[src/hdl/boot_hex_pkg.sv]
// Constants and types for the boot serial error, sum and record block
package boot_hex_pkg;

  // ----------------------------------------------------------------
  // Reply codes and record bytes
  // ----------------------------------------------------------------
  localparam logic [7:0] ERR_CMD = 8'h63;
  localparam logic [7:0] ERR_FRAME = 8'hA1;
  localparam logic [7:0] ERR_OVERRUN = 8'hA3;
  localparam logic [7:0] REC_MARK = 8'h3A;
  localparam logic [7:0] TYPE_DATA = 8'h00;
  localparam logic [7:0] TYPE_END = 8'h01;
  localparam logic [7:0] TYPE_EXT = 8'h02;
  localparam logic [7:0] EXT_LEN = 8'h02;
  localparam logic [7:0] END_LEN = 8'h00;
  localparam logic [7:0] ZERO_BYTE = 8'h00;
  localparam logic [15:0] EXT_OFFSET = 16'h0000;
  localparam logic [15:0] SEG_LIMIT = 16'h2000;

  // ----------------------------------------------------------------
  // Checksum windows
  // ----------------------------------------------------------------
  localparam logic [15:0] FLASH_LO = 16'hC000;
  localparam logic [15:0] FLASH_HI = 16'hFFFF;
  localparam logic [15:0] ID_FIRST = 16'h0009;
  localparam logic [15:0] ID_LAST = 16'h0012;
  localparam logic [15:0] ST_FIRST = 16'h0009;
  localparam logic [15:0] ST_LAST = 16'h000C;
  localparam logic [15:0] SUM_RESET = 16'h0000;

  // ----------------------------------------------------------------
  // Reply lengths
  // ----------------------------------------------------------------
  localparam logic [1:0] ERR_REPEAT = 2'h3;
  localparam logic [1:0] SUM_REPLY_LEN = 2'h2;
  localparam logic [1:0] WR_REPLY_LEN = 2'h3;
  localparam logic [1:0] LAST_LEFT = 2'h1;
  localparam logic [1:0] NONE_LEFT = 2'h0;

  // ----------------------------------------------------------------
  // Types
  // ----------------------------------------------------------------
  typedef enum logic [2:0] {
    SUM_ERASE = 3'h0,
    SUM_FLASH = 3'h1,
    SUM_READ = 3'h2,
    SUM_RAM = 3'h3,
    SUM_ID = 3'h4,
    SUM_STATUS = 3'h5
  } sum_kind_t;

  typedef enum logic [7:0] {
    P_OFF = 8'h01,
    P_MARK = 8'h02,
    P_LEN = 8'h04,
    P_OFFH = 8'h08,
    P_OFFL = 8'h10,
    P_TYPE = 8'h20,
    P_DATA = 8'h40,
    P_CSUM = 8'h80
  } parse_state_t;

endpackage

[src/hdl/boot_hex_resp.sv]
// Error replies, byte checksum and binary record parser
`timescale 1ns/1ps
module boot_hex_resp
  import boot_hex_pkg::*;
(
  // Clock and reset
  input wire logic clk_in,
  input wire logic nrst_in,
  // Receiver
  input wire logic rx_valid_in,
  input wire logic [7:0] rx_data_in,
  input wire logic rx_frame_err_in,
  input wire logic rx_overrun_err_in,
  // Command context
  input wire logic cmd_invalid_in,
  input wire logic pwd_fail_in,
  input wire logic hex_start_in,
  input wire sum_kind_t sum_kind_in,
  // Checksum source
  input wire logic sum_clear_in,
  input wire logic sum_add_in,
  input wire logic [15:0] sum_addr_in,
  input wire logic [7:0] sum_byte_in,
  input wire logic [15:0] sum_lo_in,
  input wire logic [15:0] sum_hi_in,
  input wire logic sum_send_in,
  input wire logic sum_flag_en_in,
  input wire logic ovw_flag_in,
  // Transmitter
  input wire logic tx_ready_in,
  output logic tx_valid_out,
  output logic [7:0] tx_data_out,
  // Record output
  output logic rec_wr_valid_out,
  output logic [15:0] rec_wr_addr_out,
  output logic [15:0] rec_wr_seg_out,
  output logic [7:0] rec_wr_data_out,
  output logic hex_end_out,
  output logic [15:0] sum_out,
  output logic idle_out
);

  // ----------------------------------------------------------------
  // Helpers
  // ----------------------------------------------------------------
  function automatic logic in_win(input logic [15:0] a,
                                  input logic [15:0] lo,
                                  input logic [15:0] hi);
    in_win = (a >= lo) && (a <= hi);
  endfunction

  parse_state_t pstate_reg;
  logic halted_reg;
  logic [7:0] len_reg;
  logic [7:0] cnt_reg;
  logic [15:0] off_reg;
  logic [7:0] type_reg;
  logic [7:0] rsum_reg;
  logic [15:0] seg_reg;
  logic [15:0] seg_tmp_reg;
  logic [15:0] sum_reg;
  logic [1:0] tx_left_reg;
  logic [15:0] tx_q_reg;
  logic tx_err_reg;
  logic rx_ok;
  logic rx_err;
  logic parsing;
  logic fmt_err;
  logic parse_kill;
  logic tx_accept;
  logic tx_free;
  logic err_go;
  logic sum_go;
  logic err_done;
  logic [7:0] err_code;
  logic ext_add;
  logic ram_add;
  logic [15:0] sum_next;
  logic [7:0] rsum_next;

  assign rx_ok = rx_valid_in && !halted_reg;
  assign rx_err = (rx_frame_err_in || rx_overrun_err_in) && !halted_reg;
  assign parsing = (pstate_reg != P_OFF);
  assign tx_accept = tx_valid_out && tx_ready_in;
  assign tx_free = (tx_left_reg == NONE_LEFT) && !halted_reg;
  assign rsum_next = rsum_reg + rx_data_in;

  // ----------------------------------------------------------------
  // Format checks
  // ----------------------------------------------------------------
  always_comb
  begin
    fmt_err = 1'b0;
    if (rx_ok)
    begin
      unique case (pstate_reg)
        P_TYPE:
        begin
          if (rx_data_in > TYPE_EXT)
            fmt_err = 1'b1;
          if (rx_data_in == TYPE_EXT && len_reg != EXT_LEN)
            fmt_err = 1'b1;
          if (rx_data_in == TYPE_EXT && off_reg != EXT_OFFSET)
            fmt_err = 1'b1;
          if (rx_data_in == TYPE_END && len_reg != END_LEN)
            fmt_err = 1'b1;
          if (rx_data_in == TYPE_DATA && seg_reg > SEG_LIMIT)
            fmt_err = 1'b1;
          if (rx_data_in == TYPE_DATA && len_reg == ZERO_BYTE)
            fmt_err = 1'b1;
        end
        P_CSUM:
          fmt_err = (rsum_next != ZERO_BYTE);
        P_OFF, P_MARK, P_LEN, P_OFFH, P_OFFL, P_DATA:
          fmt_err = 1'b0;
      endcase
    end
  end

  assign parse_kill = parsing && (rx_err || fmt_err);

  // ----------------------------------------------------------------
  // Record parser
  // ----------------------------------------------------------------
  always_ff @(posedge clk_in or negedge nrst_in)
  begin
    if (!nrst_in)
    begin
      pstate_reg <= P_OFF;
      len_reg <= ZERO_BYTE;
      cnt_reg <= ZERO_BYTE;
      off_reg <= EXT_OFFSET;
      type_reg <= ZERO_BYTE;
      rsum_reg <= ZERO_BYTE;
    end
    else if (halted_reg || parse_kill)
      pstate_reg <= P_OFF;
    else if (!parsing)
    begin
      if (hex_start_in)
        pstate_reg <= P_MARK;
    end
    else if (rx_ok)
    begin
      unique case (pstate_reg)
        P_MARK:
        begin
          if (rx_data_in == REC_MARK)
          begin
            pstate_reg <= P_LEN;
            rsum_reg <= ZERO_BYTE;
          end
        end
        P_LEN:
        begin
          len_reg <= rx_data_in;
          rsum_reg <= rsum_next;
          pstate_reg <= P_OFFH;
        end
        P_OFFH:
        begin
          off_reg <= {rx_data_in, off_reg[7:0]};
          rsum_reg <= rsum_next;
          pstate_reg <= P_OFFL;
        end
        P_OFFL:
        begin
          off_reg <= {off_reg[15:8], rx_data_in};
          rsum_reg <= rsum_next;
          pstate_reg <= P_TYPE;
        end
        P_TYPE:
        begin
          type_reg <= rx_data_in;
          rsum_reg <= rsum_next;
          cnt_reg <= ZERO_BYTE;
          pstate_reg <= (len_reg == ZERO_BYTE) ? P_CSUM : P_DATA;
        end
        P_DATA:
        begin
          rsum_reg <= rsum_next;
          cnt_reg <= cnt_reg + 8'h01;
          if (cnt_reg + 8'h01 == len_reg)
            pstate_reg <= P_CSUM;
        end
        P_CSUM:
          pstate_reg <= (type_reg == TYPE_END) ? P_OFF : P_MARK;
        P_OFF:
          pstate_reg <= P_OFF;
      endcase
    end
  end

  // Segment from extended records, taken once the record checks out
  assign ext_add = rx_ok && pstate_reg == P_DATA && type_reg == TYPE_EXT;

  always_ff @(posedge clk_in or negedge nrst_in)
  begin
    if (!nrst_in)
    begin
      seg_reg <= EXT_OFFSET;
      seg_tmp_reg <= EXT_OFFSET;
    end
    else if (!parsing && hex_start_in)
      seg_reg <= EXT_OFFSET;
    else if (ext_add)
      seg_tmp_reg <= {seg_tmp_reg[7:0], rx_data_in};
    else if (rx_ok && pstate_reg == P_CSUM && !fmt_err
             && type_reg == TYPE_EXT)
      seg_reg <= seg_tmp_reg;
  end

  // Record data output
  always_ff @(posedge clk_in or negedge nrst_in)
  begin
    if (!nrst_in)
    begin
      rec_wr_valid_out <= 1'b0;
      rec_wr_addr_out <= EXT_OFFSET;
      rec_wr_seg_out <= EXT_OFFSET;
      rec_wr_data_out <= ZERO_BYTE;
      hex_end_out <= 1'b0;
    end
    else
    begin
      rec_wr_valid_out <= !parse_kill && rx_ok && pstate_reg == P_DATA
                          && type_reg == TYPE_DATA;
      rec_wr_addr_out <= off_reg + {8'h00, cnt_reg};
      rec_wr_seg_out <= seg_reg;
      rec_wr_data_out <= rx_data_in;
      hex_end_out <= rx_ok && pstate_reg == P_CSUM && !fmt_err
                     && type_reg == TYPE_END;
    end
  end

  // ----------------------------------------------------------------
  // Checksum accumulator
  // ----------------------------------------------------------------
  assign ram_add = rx_ok && !parse_kill && pstate_reg == P_DATA
                   && type_reg == TYPE_DATA && sum_kind_in == SUM_RAM;

  always_comb
  begin
    sum_next = sum_reg;
    if (sum_add_in)
    begin
      unique case (sum_kind_in)
        SUM_ERASE, SUM_READ:
          if (in_win(sum_addr_in, sum_lo_in, sum_hi_in))
            sum_next = sum_next + {8'h00, sum_byte_in};
        SUM_FLASH:
          if (in_win(sum_addr_in, FLASH_LO, FLASH_HI))
            sum_next = sum_next + {8'h00, sum_byte_in};
        SUM_ID:
          if (in_win(sum_addr_in, ID_FIRST, ID_LAST))
            sum_next = sum_next + {8'h00, sum_byte_in};
        SUM_STATUS:
          if (in_win(sum_addr_in, ST_FIRST, ST_LAST))
            sum_next = sum_next + {8'h00, sum_byte_in};
        default:
          sum_next = sum_reg;
      endcase
    end
    if (ram_add)
      sum_next = sum_next + {8'h00, rx_data_in};
  end

  always_ff @(posedge clk_in or negedge nrst_in)
  begin
    if (!nrst_in)
      sum_reg <= SUM_RESET;
    else if (sum_clear_in)
      sum_reg <= SUM_RESET;
    else
      sum_reg <= sum_next;
  end

  always_ff @(posedge clk_in or negedge nrst_in)
  begin
    if (!nrst_in)
      sum_out <= SUM_RESET;
    else
      sum_out <= sum_reg;
  end

  // ----------------------------------------------------------------
  // Reply transmitter
  // ----------------------------------------------------------------
  assign err_go = tx_free && !parsing && (rx_err || cmd_invalid_in);
  assign sum_go = tx_free && !parsing && !err_go && sum_send_in;
  assign err_done = tx_accept && tx_err_reg && tx_left_reg == LAST_LEFT;

  always_comb
  begin
    if (rx_frame_err_in)
      err_code = ERR_FRAME;
    else if (rx_overrun_err_in)
      err_code = ERR_OVERRUN;
    else
      err_code = ERR_CMD;
  end

  always_ff @(posedge clk_in or negedge nrst_in)
  begin
    if (!nrst_in)
    begin
      tx_left_reg <= NONE_LEFT;
      tx_q_reg <= SUM_RESET;
      tx_err_reg <= 1'b0;
      tx_valid_out <= 1'b0;
      tx_data_out <= ZERO_BYTE;
    end
    else if (err_go)
    begin
      tx_left_reg <= ERR_REPEAT;
      tx_q_reg <= {err_code, err_code};
      tx_err_reg <= 1'b1;
      tx_valid_out <= 1'b1;
      tx_data_out <= err_code;
    end
    else if (sum_go)
    begin
      tx_err_reg <= 1'b0;
      tx_valid_out <= 1'b1;
      if (sum_flag_en_in)
      begin
        tx_left_reg <= WR_REPLY_LEN;
        tx_q_reg <= sum_reg;
        tx_data_out <= {7'h00, ovw_flag_in};
      end
      else
      begin
        tx_left_reg <= SUM_REPLY_LEN;
        tx_q_reg <= {sum_reg[7:0], ZERO_BYTE};
        tx_data_out <= sum_reg[15:8];
      end
    end
    else if (tx_accept)
    begin
      tx_left_reg <= tx_left_reg - LAST_LEFT;
      tx_valid_out <= (tx_left_reg != LAST_LEFT);
      tx_data_out <= tx_q_reg[15:8];
      tx_q_reg <= {tx_q_reg[7:0], ZERO_BYTE};
    end
  end

  // ----------------------------------------------------------------
  // Idle state
  // ----------------------------------------------------------------
  always_ff @(posedge clk_in or negedge nrst_in)
  begin
    if (!nrst_in)
      halted_reg <= 1'b0;
    else if (err_done)
      halted_reg <= 1'b1;
    else if (pwd_fail_in && tx_free)
      halted_reg <= 1'b1;
    else if (parse_kill)
      halted_reg <= 1'b1;
  end

  always_ff @(posedge clk_in or negedge nrst_in)
  begin
    if (!nrst_in)
      idle_out <= 1'b0;
    else
      idle_out <= halted_reg || err_done || parse_kill
                  || (pwd_fail_in && tx_free);
  end
endmodule

[config.mk]
export PLATFORM = sky130hd
export DESIGN_NAME = boot_hex_resp
export DESIGN_NICKNAME = d
export VERILOG_FILES = /design/src/hdl/boot_hex_pkg.sv /design/src/hdl/boot_hex_resp.sv
export SDC_FILE = /design/constraint.sdc
export NUM_CORES = 1
export LEC_CHECK = 0
export BUFFER_PORTS_ARGS = -buffer_cell sky130_fd_sc_hd__buf_2
export CAP_MARGIN = 10
export CORE_AREA = 3 3 187 189
export CTS_CLUSTER_SIZE = 20
export DETAILED_ROUTE_END_ITERATION = 12
export DIE_AREA = 0 0 190 192
export SLEW_MARGIN = 5
export SYNTH_ARGS = -nofsm -noshare
export SYNTH_HDL_FRONTEND = slang
export SYNTH_SLANG_ARGS = --single-unit
[constraint.sdc]
create_clock -name clk_in -period 4.2 [get_ports clk_in]
set_input_delay 0.84 -clock clk_in [delete_from_list [all_inputs] [get_ports clk_in]]
set_output_delay 0.84 -clock clk_in [all_outputs]
set_load 0.01 [all_outputs]
# Word level (Yosys, flattened, before mapping)

Cells that the tools add are included.

Add/subtract/negate cells: 6
Order comparisons: 9
Bitwise gates (word level): 4
Mux-type cells: 54
Reductions and logical operators: 71
Equality and inequality tests: 28

Operators with widths:

| cell                                                            | count |
|---|---|
| 2-to-1 mux 16 bit                                               | 14 |
| 2-to-1 mux 8 bit                                                | 14 |
| one-hot mux 16 bit (4 select lines)                             | 1 |
| one-hot mux 8 bit (8 select lines)                              | 1 |
| adder 16 x 8 -> 16 bit                                          | 3 |
| logical AND 1 bit                                               | 32 |
| one-hot mux 16 bit (2 select lines)                             | 1 |
| one-hot mux 8 bit (2 select lines)                              | 2 |
| == test 8 x 1 -> 1 bit, second input constant                   | 3 |
| == test 8 x 2 -> 1 bit, second input constant                   | 3 |
| zero test 8 bit                                                 | 3 |
| == test 8 x 6 -> 1 bit, second input constant                   | 2 |
| >= comparator 16 bit                                            | 1 |
| >= comparator 16 bit, second input constant                     | 1 |
| >= comparator 16 x 4 -> 1 bit, second input constant            | 1 |
| greater-than comparator 16 x 14 -> 1 bit, second input constant | 1 |
| <= comparator 16 bit                                            | 1 |
| <= comparator 16 bit, second input constant                     | 1 |
| <= comparator 16 x 4 -> 1 bit, second input constant            | 1 |
| <= comparator 16 x 5 -> 1 bit, second input constant            | 1 |
| 2-to-1 mux 1 bit                                                | 16 |
| AND reduction 4 bit                                             | 4 |
| nonzero test 16 bit                                             | 1 |
| nonzero test 8 bit                                              | 2 |
| 34 further kinds                                                | 62 |

Register bits: 192
Logic and storage cells: 195
Output and inout bits: 68

# Longest topological paths before layout

Gate-level depths: netlist (run 1).

Depth in word-level cells: 18
Gate-level depth with buffers: 20
Mapped depth without buffers: 20

# Least setup slack after synthesis (run 1)

OpenSTA, ideal clock, no wires.

Kind: input to register
Start point: input port sum_hi_in[13]
End point: register sum_reg[10]
Arrival time: 4.915 ns
Stages: 20
Library setup time: 0.125 ns
Setup slack: -0.839 ns
Path through: inv_1 ha_1 nand4_1 or2_1 nor3_1 nor4b_4 o21ai_2 a21oi_2 mux2i_1 ha_1 inv_1 fa_1 o21ai_0 nand3_1 nand2_1 a21o_1 a21oi_1 or3_1 a21boi_1 mux2_2

Word-level cells in the longest chain between the ends: 8

Ends and longest elaborated chain:

| what                                    | RTL line             | text |
|---|---|---|
| start: declaration                      | boot_hex_resp.sv:25  | `input wire logic [15:0] sum_hi_in,` |
| <= comparator 16 bit (*)                | boot_hex_resp.sv:49  | `in_win = (a >= lo) && (a <= hi);` |
| logical AND 1 bit (*)                   | boot_hex_resp.sv:49  |  |
| 2-to-1 mux 16 bit (*)                   | boot_hex_resp.sv:249 | `if (in_win(sum_addr_in, sum_lo_in, sum_hi_in))` |
| one-hot mux 16 bit (4 select lines) (*) | boot_hex_resp.sv:247 | `unique case (sum_kind_in)` |
| 2-to-1 mux 16 bit (*)                   | boot_hex_resp.sv:245 | `if (sum_add_in)` |
| adder 16 x 8 -> 16 bit                  | boot_hex_resp.sv:265 | `sum_next = sum_next + {8'h00, rx_data_in};` |
| 2-to-1 mux 16 bit (*)                   | boot_hex_resp.sv:264 | `if (ram_add)` |
| 2-to-1 mux 16 bit (*)                   | boot_hex_resp.sv:272 | `else if (sum_clear_in)` |
| end signal: assignment                  | boot_hex_resp.sv:275 | `sum_reg <= sum_next;` |
| end: declaration                        | boot_hex_resp.sv:61  | `logic [15:0] sum_reg;` |

Every way passes the cells marked *; elsewhere a longest branch is shown, timed or not.
A chain may end at the register's enable or synchronous reset.

# Worst setup path after layout (run 1)

Start point: input port sum_addr_in[13]
End point: register sum_reg[14]

Word-level cells in the longest chain between the ends: 8
Elaborated cells between the ends (all ways): 20
Classes of those cells: add/sub (1); order compare (7); mux (8); reduce/logical (4)

Ends and longest elaborated chain:

| what                                                  | RTL line             | text |
|---|---|---|
| start: declaration                                    | boot_hex_resp.sv:22  | `input wire logic [15:0] sum_addr_in,` |
| >= comparator 16 x 4 -> 1 bit (tied with other cells) | boot_hex_resp.sv:49  |  |
| logical AND 1 bit                                     | boot_hex_resp.sv:49  |  |
| 2-to-1 mux 16 bit (on tied branches)                  | n/a                  |  |
| one-hot mux 16 bit (4 select lines) (*)               | boot_hex_resp.sv:247 |  |
| 2-to-1 mux 16 bit (*)                                 | boot_hex_resp.sv:245 |  |
| adder 16 x 8 -> 16 bit                                | boot_hex_resp.sv:265 |  |
| 2-to-1 mux 16 bit (*)                                 | boot_hex_resp.sv:264 |  |
| 2-to-1 mux 16 bit (*)                                 | boot_hex_resp.sv:272 |  |

Marked as above.

==> results of run 1 <==
## repair_timing
item	in CTS	in global routing
gates resized for setup	29	35
endpoints found under the setup margin	8	11
setup buffers	16	4
pin swaps	25	24
hold endpoints to repair	0	0
## cells by family (layout without fill, tap and decap cells)
| kind of cell | after synthesis | in the layout | share of synthesized area |
|---|---|---|---|
| muxes | 67 | 67 | 0.07120 |
| buffers and inverters | 94 | 347 | 0.03349 |
| adders and majority gates | 72 | 72 | 0.08742 |
| xor gates and xnor gates | 47 | 47 | 0.03866 |
| and+or+nand+nor | 366 | 366 | 0.1769 |
| DFF | 192 | 192 | 0.4513 |
| AOI/OAI and AO/OA | 223 | 223 | 0.1410 |
## layout by cell type, fill, tap and decap left out, drive strengths merged, types with 11 or more instances in the layout
cell type / n
buf: 253
dfrtp: 191
nand2: 106
nor2: 72
inv: 69
ha: 68
o21ai: 57
mux2: 49
a21oi: 47
nand3: 40
xnor2: 27
xor2: 20
a21o: 19
clkbuf: 19
nand4: 18
mux2i: 18
nor3: 18
nor2b: 17
nand2b: 16
nor4: 15
o211ai: 11
a211oi: 11
and2: 11
## power by group
part | total, mW | internal [mW] | switching (mW)
clock | 1.67 | 0.863 | 0.806
combinational | 0.629 | 0.292 | 0.337
sequential | 2.00 | 1.94 | 0.0605
## metrics by stage
stage	TNS, ps	utilization	area [sq um]	hold WS, ps	setup WS [ps]
after floorplan	-2924	-	10770	351.9	-501.6
final	-417.0	0.4104	13730	407.5	-136.8
after detailed placement	-5724	0.3772	12620	393.1	-740.0
after global routing	-2484	0.4104	13730	427.4	-378.3
after global placement	-4907	0.3772	12620	390.4	-648.4
after CTS	-452.6	0.4034	13490	409.1	-224.7
## synthesized netlist by cell type (7+ instances only)
library cell  count  area (sq um)
a21o_1           19         142.6
ha_1             68         850.8
a31oi_1          10         62.56
or3_1             9         56.30
mux2_4            7         105.1
o21ai_0          55         275.3
a22o_1            7         61.31
nand2b_1         16         100.1
clkbuf_1         29         108.9
nand3_1          40         200.2
xnor2_1          27         236.5
o211ai_1         11         82.58
nand2_1         106         397.9
nor3_1           17         85.08
o21a_1            8         60.06
nand4b_1          7         61.31
nor2b_1          17         106.4
inv_1            60         225.2
nand4_1          18         112.6
o31ai_1          10         75.07
nor4_1           13         81.33
xor2_1           20         175.2
dfrtp_1         191          4780
nor2_1           72         270.3
a211oi_1         11         82.58
mux2i_1          18         180.2
mux2_2           40         450.4
a22oi_1           7         52.55
and3_1           10         62.56
a21oi_1          45         225.2
and2_1           10         62.56
## layer usage
layer  vias to the layer above  wire length (um)
met1                      4294             12890
met4                         4               623
met5                         -                21
li1                       4294                 -
met2                       237             14250
met3                        46              1413
## layout make-up
class                      instances  share of cell area
clock buffer                      18             0.03126
inverter                          61             0.01759
multi-input combinational        775              0.4250
sequential                       192              0.3501
tap                              448             0.04083
timing repair buffer             254              0.1219
clock inverter                    14             0.01331
## worst register-to-register path: cells and delay by family (launching register included)
kind	cells	cell delay [ps]
compound gates	7	1460
simple gates	4	620
flops	1	460
xor+xnor	1	200
mux	1	300
fa+ha+maj	2	600
## path summary, 6_finish.rpt
| kind | start | endpoint | slack (ps) | depth (start not counted) |
|---|---|---|---|---|
| max in group asynchronous | nrst_in | rec_wr_seg_out[14] | 2700 | 2 |
| max | sum_addr_in[13] | sum_reg[14] | -140 | 22 |
| max reg2reg | sum_reg[3] | sum_reg[15] | 440 | 15 |
| min | seg_reg[4] | rec_wr_seg_out[4] | 410 | 0 |
| min reg2reg | seg_reg[4] | rec_wr_seg_out[4] | 410 | 0 |
| min in group asynchronous | nrst_in | rec_wr_data_out[0] | 530 | 1 |
==> reports/metrics.cfg, run 1 <==
[die]
die_h_um = 192
ios = 149
core_sq_mm = 0.03345
row_count = 67
initial_utilization = 0.3184
die_area_sq_mm = 0.03648
fp.dieW_um = 190

[pwr]
power_density_mw_per_mm2 = 313.2
p_leak_nw = 6.796
p_total_mw = 4.299
ir_drop_uv = 191.2

[global_routing]
grt_max_degree = 111
grtUsageMet3 = 0.02829
grt_pass1_wl_um = 45490
grt_use_met1 = 0.1985
track_usage = 0.1581
grt_pass1_vias = 8648
grt_overflow_total = 0
busiest_layer = met2
globalRouteMet2Util = 0.2728
antenna_found_initial = 2

[critical_path]
crit_type = in2reg
path_cells = buf_4, buf_4, ha_4, nand4_1, buf_4, nor2_1, a22oi_1, o211ai_1, o21ai_4, a21oi_4, mux2i_2, ha_2, inv_2, fa_2, o21ai_2, nand3_1, nand2_1, a21o_1, a21oi_2, or3_4, nor4_4, mux2_4
critPathSlowestCell = fa_2
slowest_delay_ps = 370
critPathMaxFanout = 4
crit_buf_inv = 4
start_kind = primary input
worstPathRequired_ps = 4530
cp_top_family = compound AO/OA/AOI/OAI gates
cp-end-kind = flip-flop
cp.arrival_ps = 4670
crit_top_cell = buf_4

[timing]
fin_worst_skew_ps = 12.62
finalSetupViolCount = 7
min_period_ps = 4337
rsz0062_at_grt = yes
max_clock_freq_ghz = 0.2306
fin_ws_ps = -136.8
tightestPinTransition_ps = 935.4
drv_slew = 0
hold_viol = 0
maxSlewHeadroom = 0.3764
fin_crit_sh = 1.033

[cts]
clock_sinks = 192
cts_buffers = 17
h-tree-depth = 4
ctsHoldBuffers = 0
clkLatencyLatePin_ps = 450
cts-root-buf = clkbuf_16
path_clk_slew_ps = 70
clock_path_buffers = 2
tritoncts = yes

[route]
drcViolationCount = 0
via_per_inst = 5.037
wl_per_cell_um = 16.57
finalWirelength_um = 29200
drt_iter0_markers = 561
postRouteAntennaNets = 0
dr.pass1.iters = 5
vias = 8875

[layout]
layout.cells.non_filler = 1762
antenna_cells = 0
fin_nets = 1454
area_growth_pct = 28.92
fill_cells = 3231
multiInputGateArea_sq_mm = 0.005834
regArea_sq_mm = 0.004806
layout-drive-gt1-share = 0.3014

[logic_synthesis]
seq_area_frac_synth = 0.4513
syn_avg_cell_area_sq_um = 10.04
synth_area_sq_mm = 0.01065
synth_cell_type_count = 77
synth_nets = 1214
synthFlopType = dfrtp_1
synthCells = 1061
ys_ff_latch = 192
synth_edf_count = 0
ys_warn_count = 0
async_reset_ff_frac = 1.000

[place]
io_buffers = 148
place.gp.congestion = 0.8474
dp.cells = 1711
hpwl_um = 21450

[status]
violations = negative setup slack
status = finished with violations

[job]
maxCapViolCount = 0

[hold_path]
hold_class = reg2reg

(Power assumes the default switching activity.)
==> inputs of run 2 (changes only) <==
- ABC_CLOCK_PERIOD_IN_PS: not set -> 4100
- clock period: 4.2 -> 4.1 ns (I/O delays scaled with it)
==> reports/metrics.cfg, run 2 (synthesis results as in run 1) <==
[route]
finalWirelength_um = 29310
dr.pass1.iters = 5
via_per_inst = 5.043
postRouteAntennaNets = 0
drcViolationCount = 0
wl_per_cell_um = 16.60
vias = 8906
drt_iter0_markers = 466

[timing]
min_period_ps = 4313
drv_slew = 0
hold_viol = 0
fin_ws_ps = -213.3
finalSetupViolCount = 5
fin_setup_tns_ps = -675.0
rsz0062_at_grt = yes
maxSlewHeadroom = 0.4498
tightestPinTransition_ps = 825.4
max_clock_freq_ghz = 0.2318
fin_crit_sh = 1.052
fin_worst_skew_ps = 12.57
holdWs_ps = 406.2

[pwr]
power_density_mw_per_mm2 = 327.9
p_total_mw = 4.502
ir_drop_uv = 206.4
p_leak_nw = 6.847

[layout]
antenna_cells = 0
layout.cells.most_common = dfrtp_1
layout_common_cells = dfrtp_1 (191), buf_2 (135), nand2_1 (106)
finalInstanceArea_sq_mm = 0.01373
layout.cells.non_filler = 1766
area_growth_pct = 28.95
layout-drive-gt1-share = 0.3035
fin_nets = 1458
utilization = 0.4105

[hold_path]
hold_class = reg2reg

[global_routing]
grt_overflow_total = 0
grt_pass1_wl_um = 46540
track_usage = 0.1607
grt_max_degree = 103
antenna_found_initial = 2
grt_pass1_vias = 8658

[cts]
clkLatencyLatePin_ps = 440
path_clk_slew_ps = 80
clock_sinks = 192
clock_path_buffers = 2
cts-root-buf = clkbuf_16
cts_buffers = 17
h-tree-depth = 4
tritoncts = yes

[critical_path]
crit_buf_inv = 4
worstPathRequired_ps = 4430
critPathSlowestCell = or3_4
cp_top_family = compound AO/OA/AOI/OAI gates
cp.arrival_ps = 4640
r2r_slack_ps = 360
path_cells = buf_6, inv_2, ha_4, buf_4, and3_1, o21ai_2, o211ai_1, a211oi_2, o21ai_4, a21oi_4, mux2i_1, ha_2, inv_2, fa_2, o21ai_2, nand3_1, nand2_1, a21o_1, a21oi_2, or3_4, nor4_4, mux2_4
start_kind = primary input
slowest_delay_ps = 370
critPathMaxFanout = 4
crit_type = in2reg
cp-end-kind = flip-flop

[job]
maxCapViolCount = 0

[die]
ios = 149
die_area_sq_mm = 0.03648
row_count = 67
core_sq_mm = 0.03345
fp.dieW_um = 190
initial_utilization = 0.3184
die_h_um = 192

[place]
io_buffers = 148
pre_cts_slack_ps = -824.8
place_area_sq_mm = 0.01264
hpwl_um = 21790
dp.cells = 1716
place.gp.congestion = 0.8759

[status]
violations = negative setup slack
status = finished with violations

==> run 2: repair_timing <==
item / in CTS / in global routing
endpoints found under the hold margin: 0 / 0
resized for setup: 34 / 30
endpoints found under the setup margin: 9 / 11
hold buffers: 0 / 0
pin swaps: 7 / 20
buffers inserted: 13 / 5
==> run 2: worst paths after layout <==
check                              startpoint                 end  cells after the start
max in group asynchronous             nrst_in         sum_reg[14]                      2
worst max-delay path            sum_hi_in[14]         sum_reg[14]                     22
worst min register to register    seg_reg[12]  rec_wr_seg_out[12]                      0
min in group asynchronous             nrst_in  rec_wr_data_out[0]                      1
worst max register to register     sum_reg[2]         sum_reg[15]                     15
worst min-delay path              seg_reg[12]  rec_wr_seg_out[12]                      0
==> run 2: layout make-up <==
| type | count | area [sq um] |
|---|---|---|
| Clock inverter | 15 | 231.5 |
| Inverter | 61 | 241.5 |
| Timing Repair Buffer | 258 | 1673 |
| Fill cell | 3270 | 19720 |
| Sequential cell | 192 | 4806 |
| Clock buffer | 17 | 425.4 |
| Multi-Input combinational cell | 775 | 5794 |
| Tap cell | 448 | 560.5 |
==> run 2: per-layer routing <==
layer	wire length [um]	vias up	track usage
li1	-	4300	-
met1	13090	4379	0.2108
met2	14500	192	0.2764
met3	1266	31	0.02500
met4	428	4	0.04293
met5	27	-	0
==> run 2: power by group <==
group	total (mW)	switching [mW]	internal, mW
clock network	1.81	0.855	0.956
logic	0.641	0.347	0.294
registers	2.05	0.0626	1.99
total	4.50	1.27	3.24
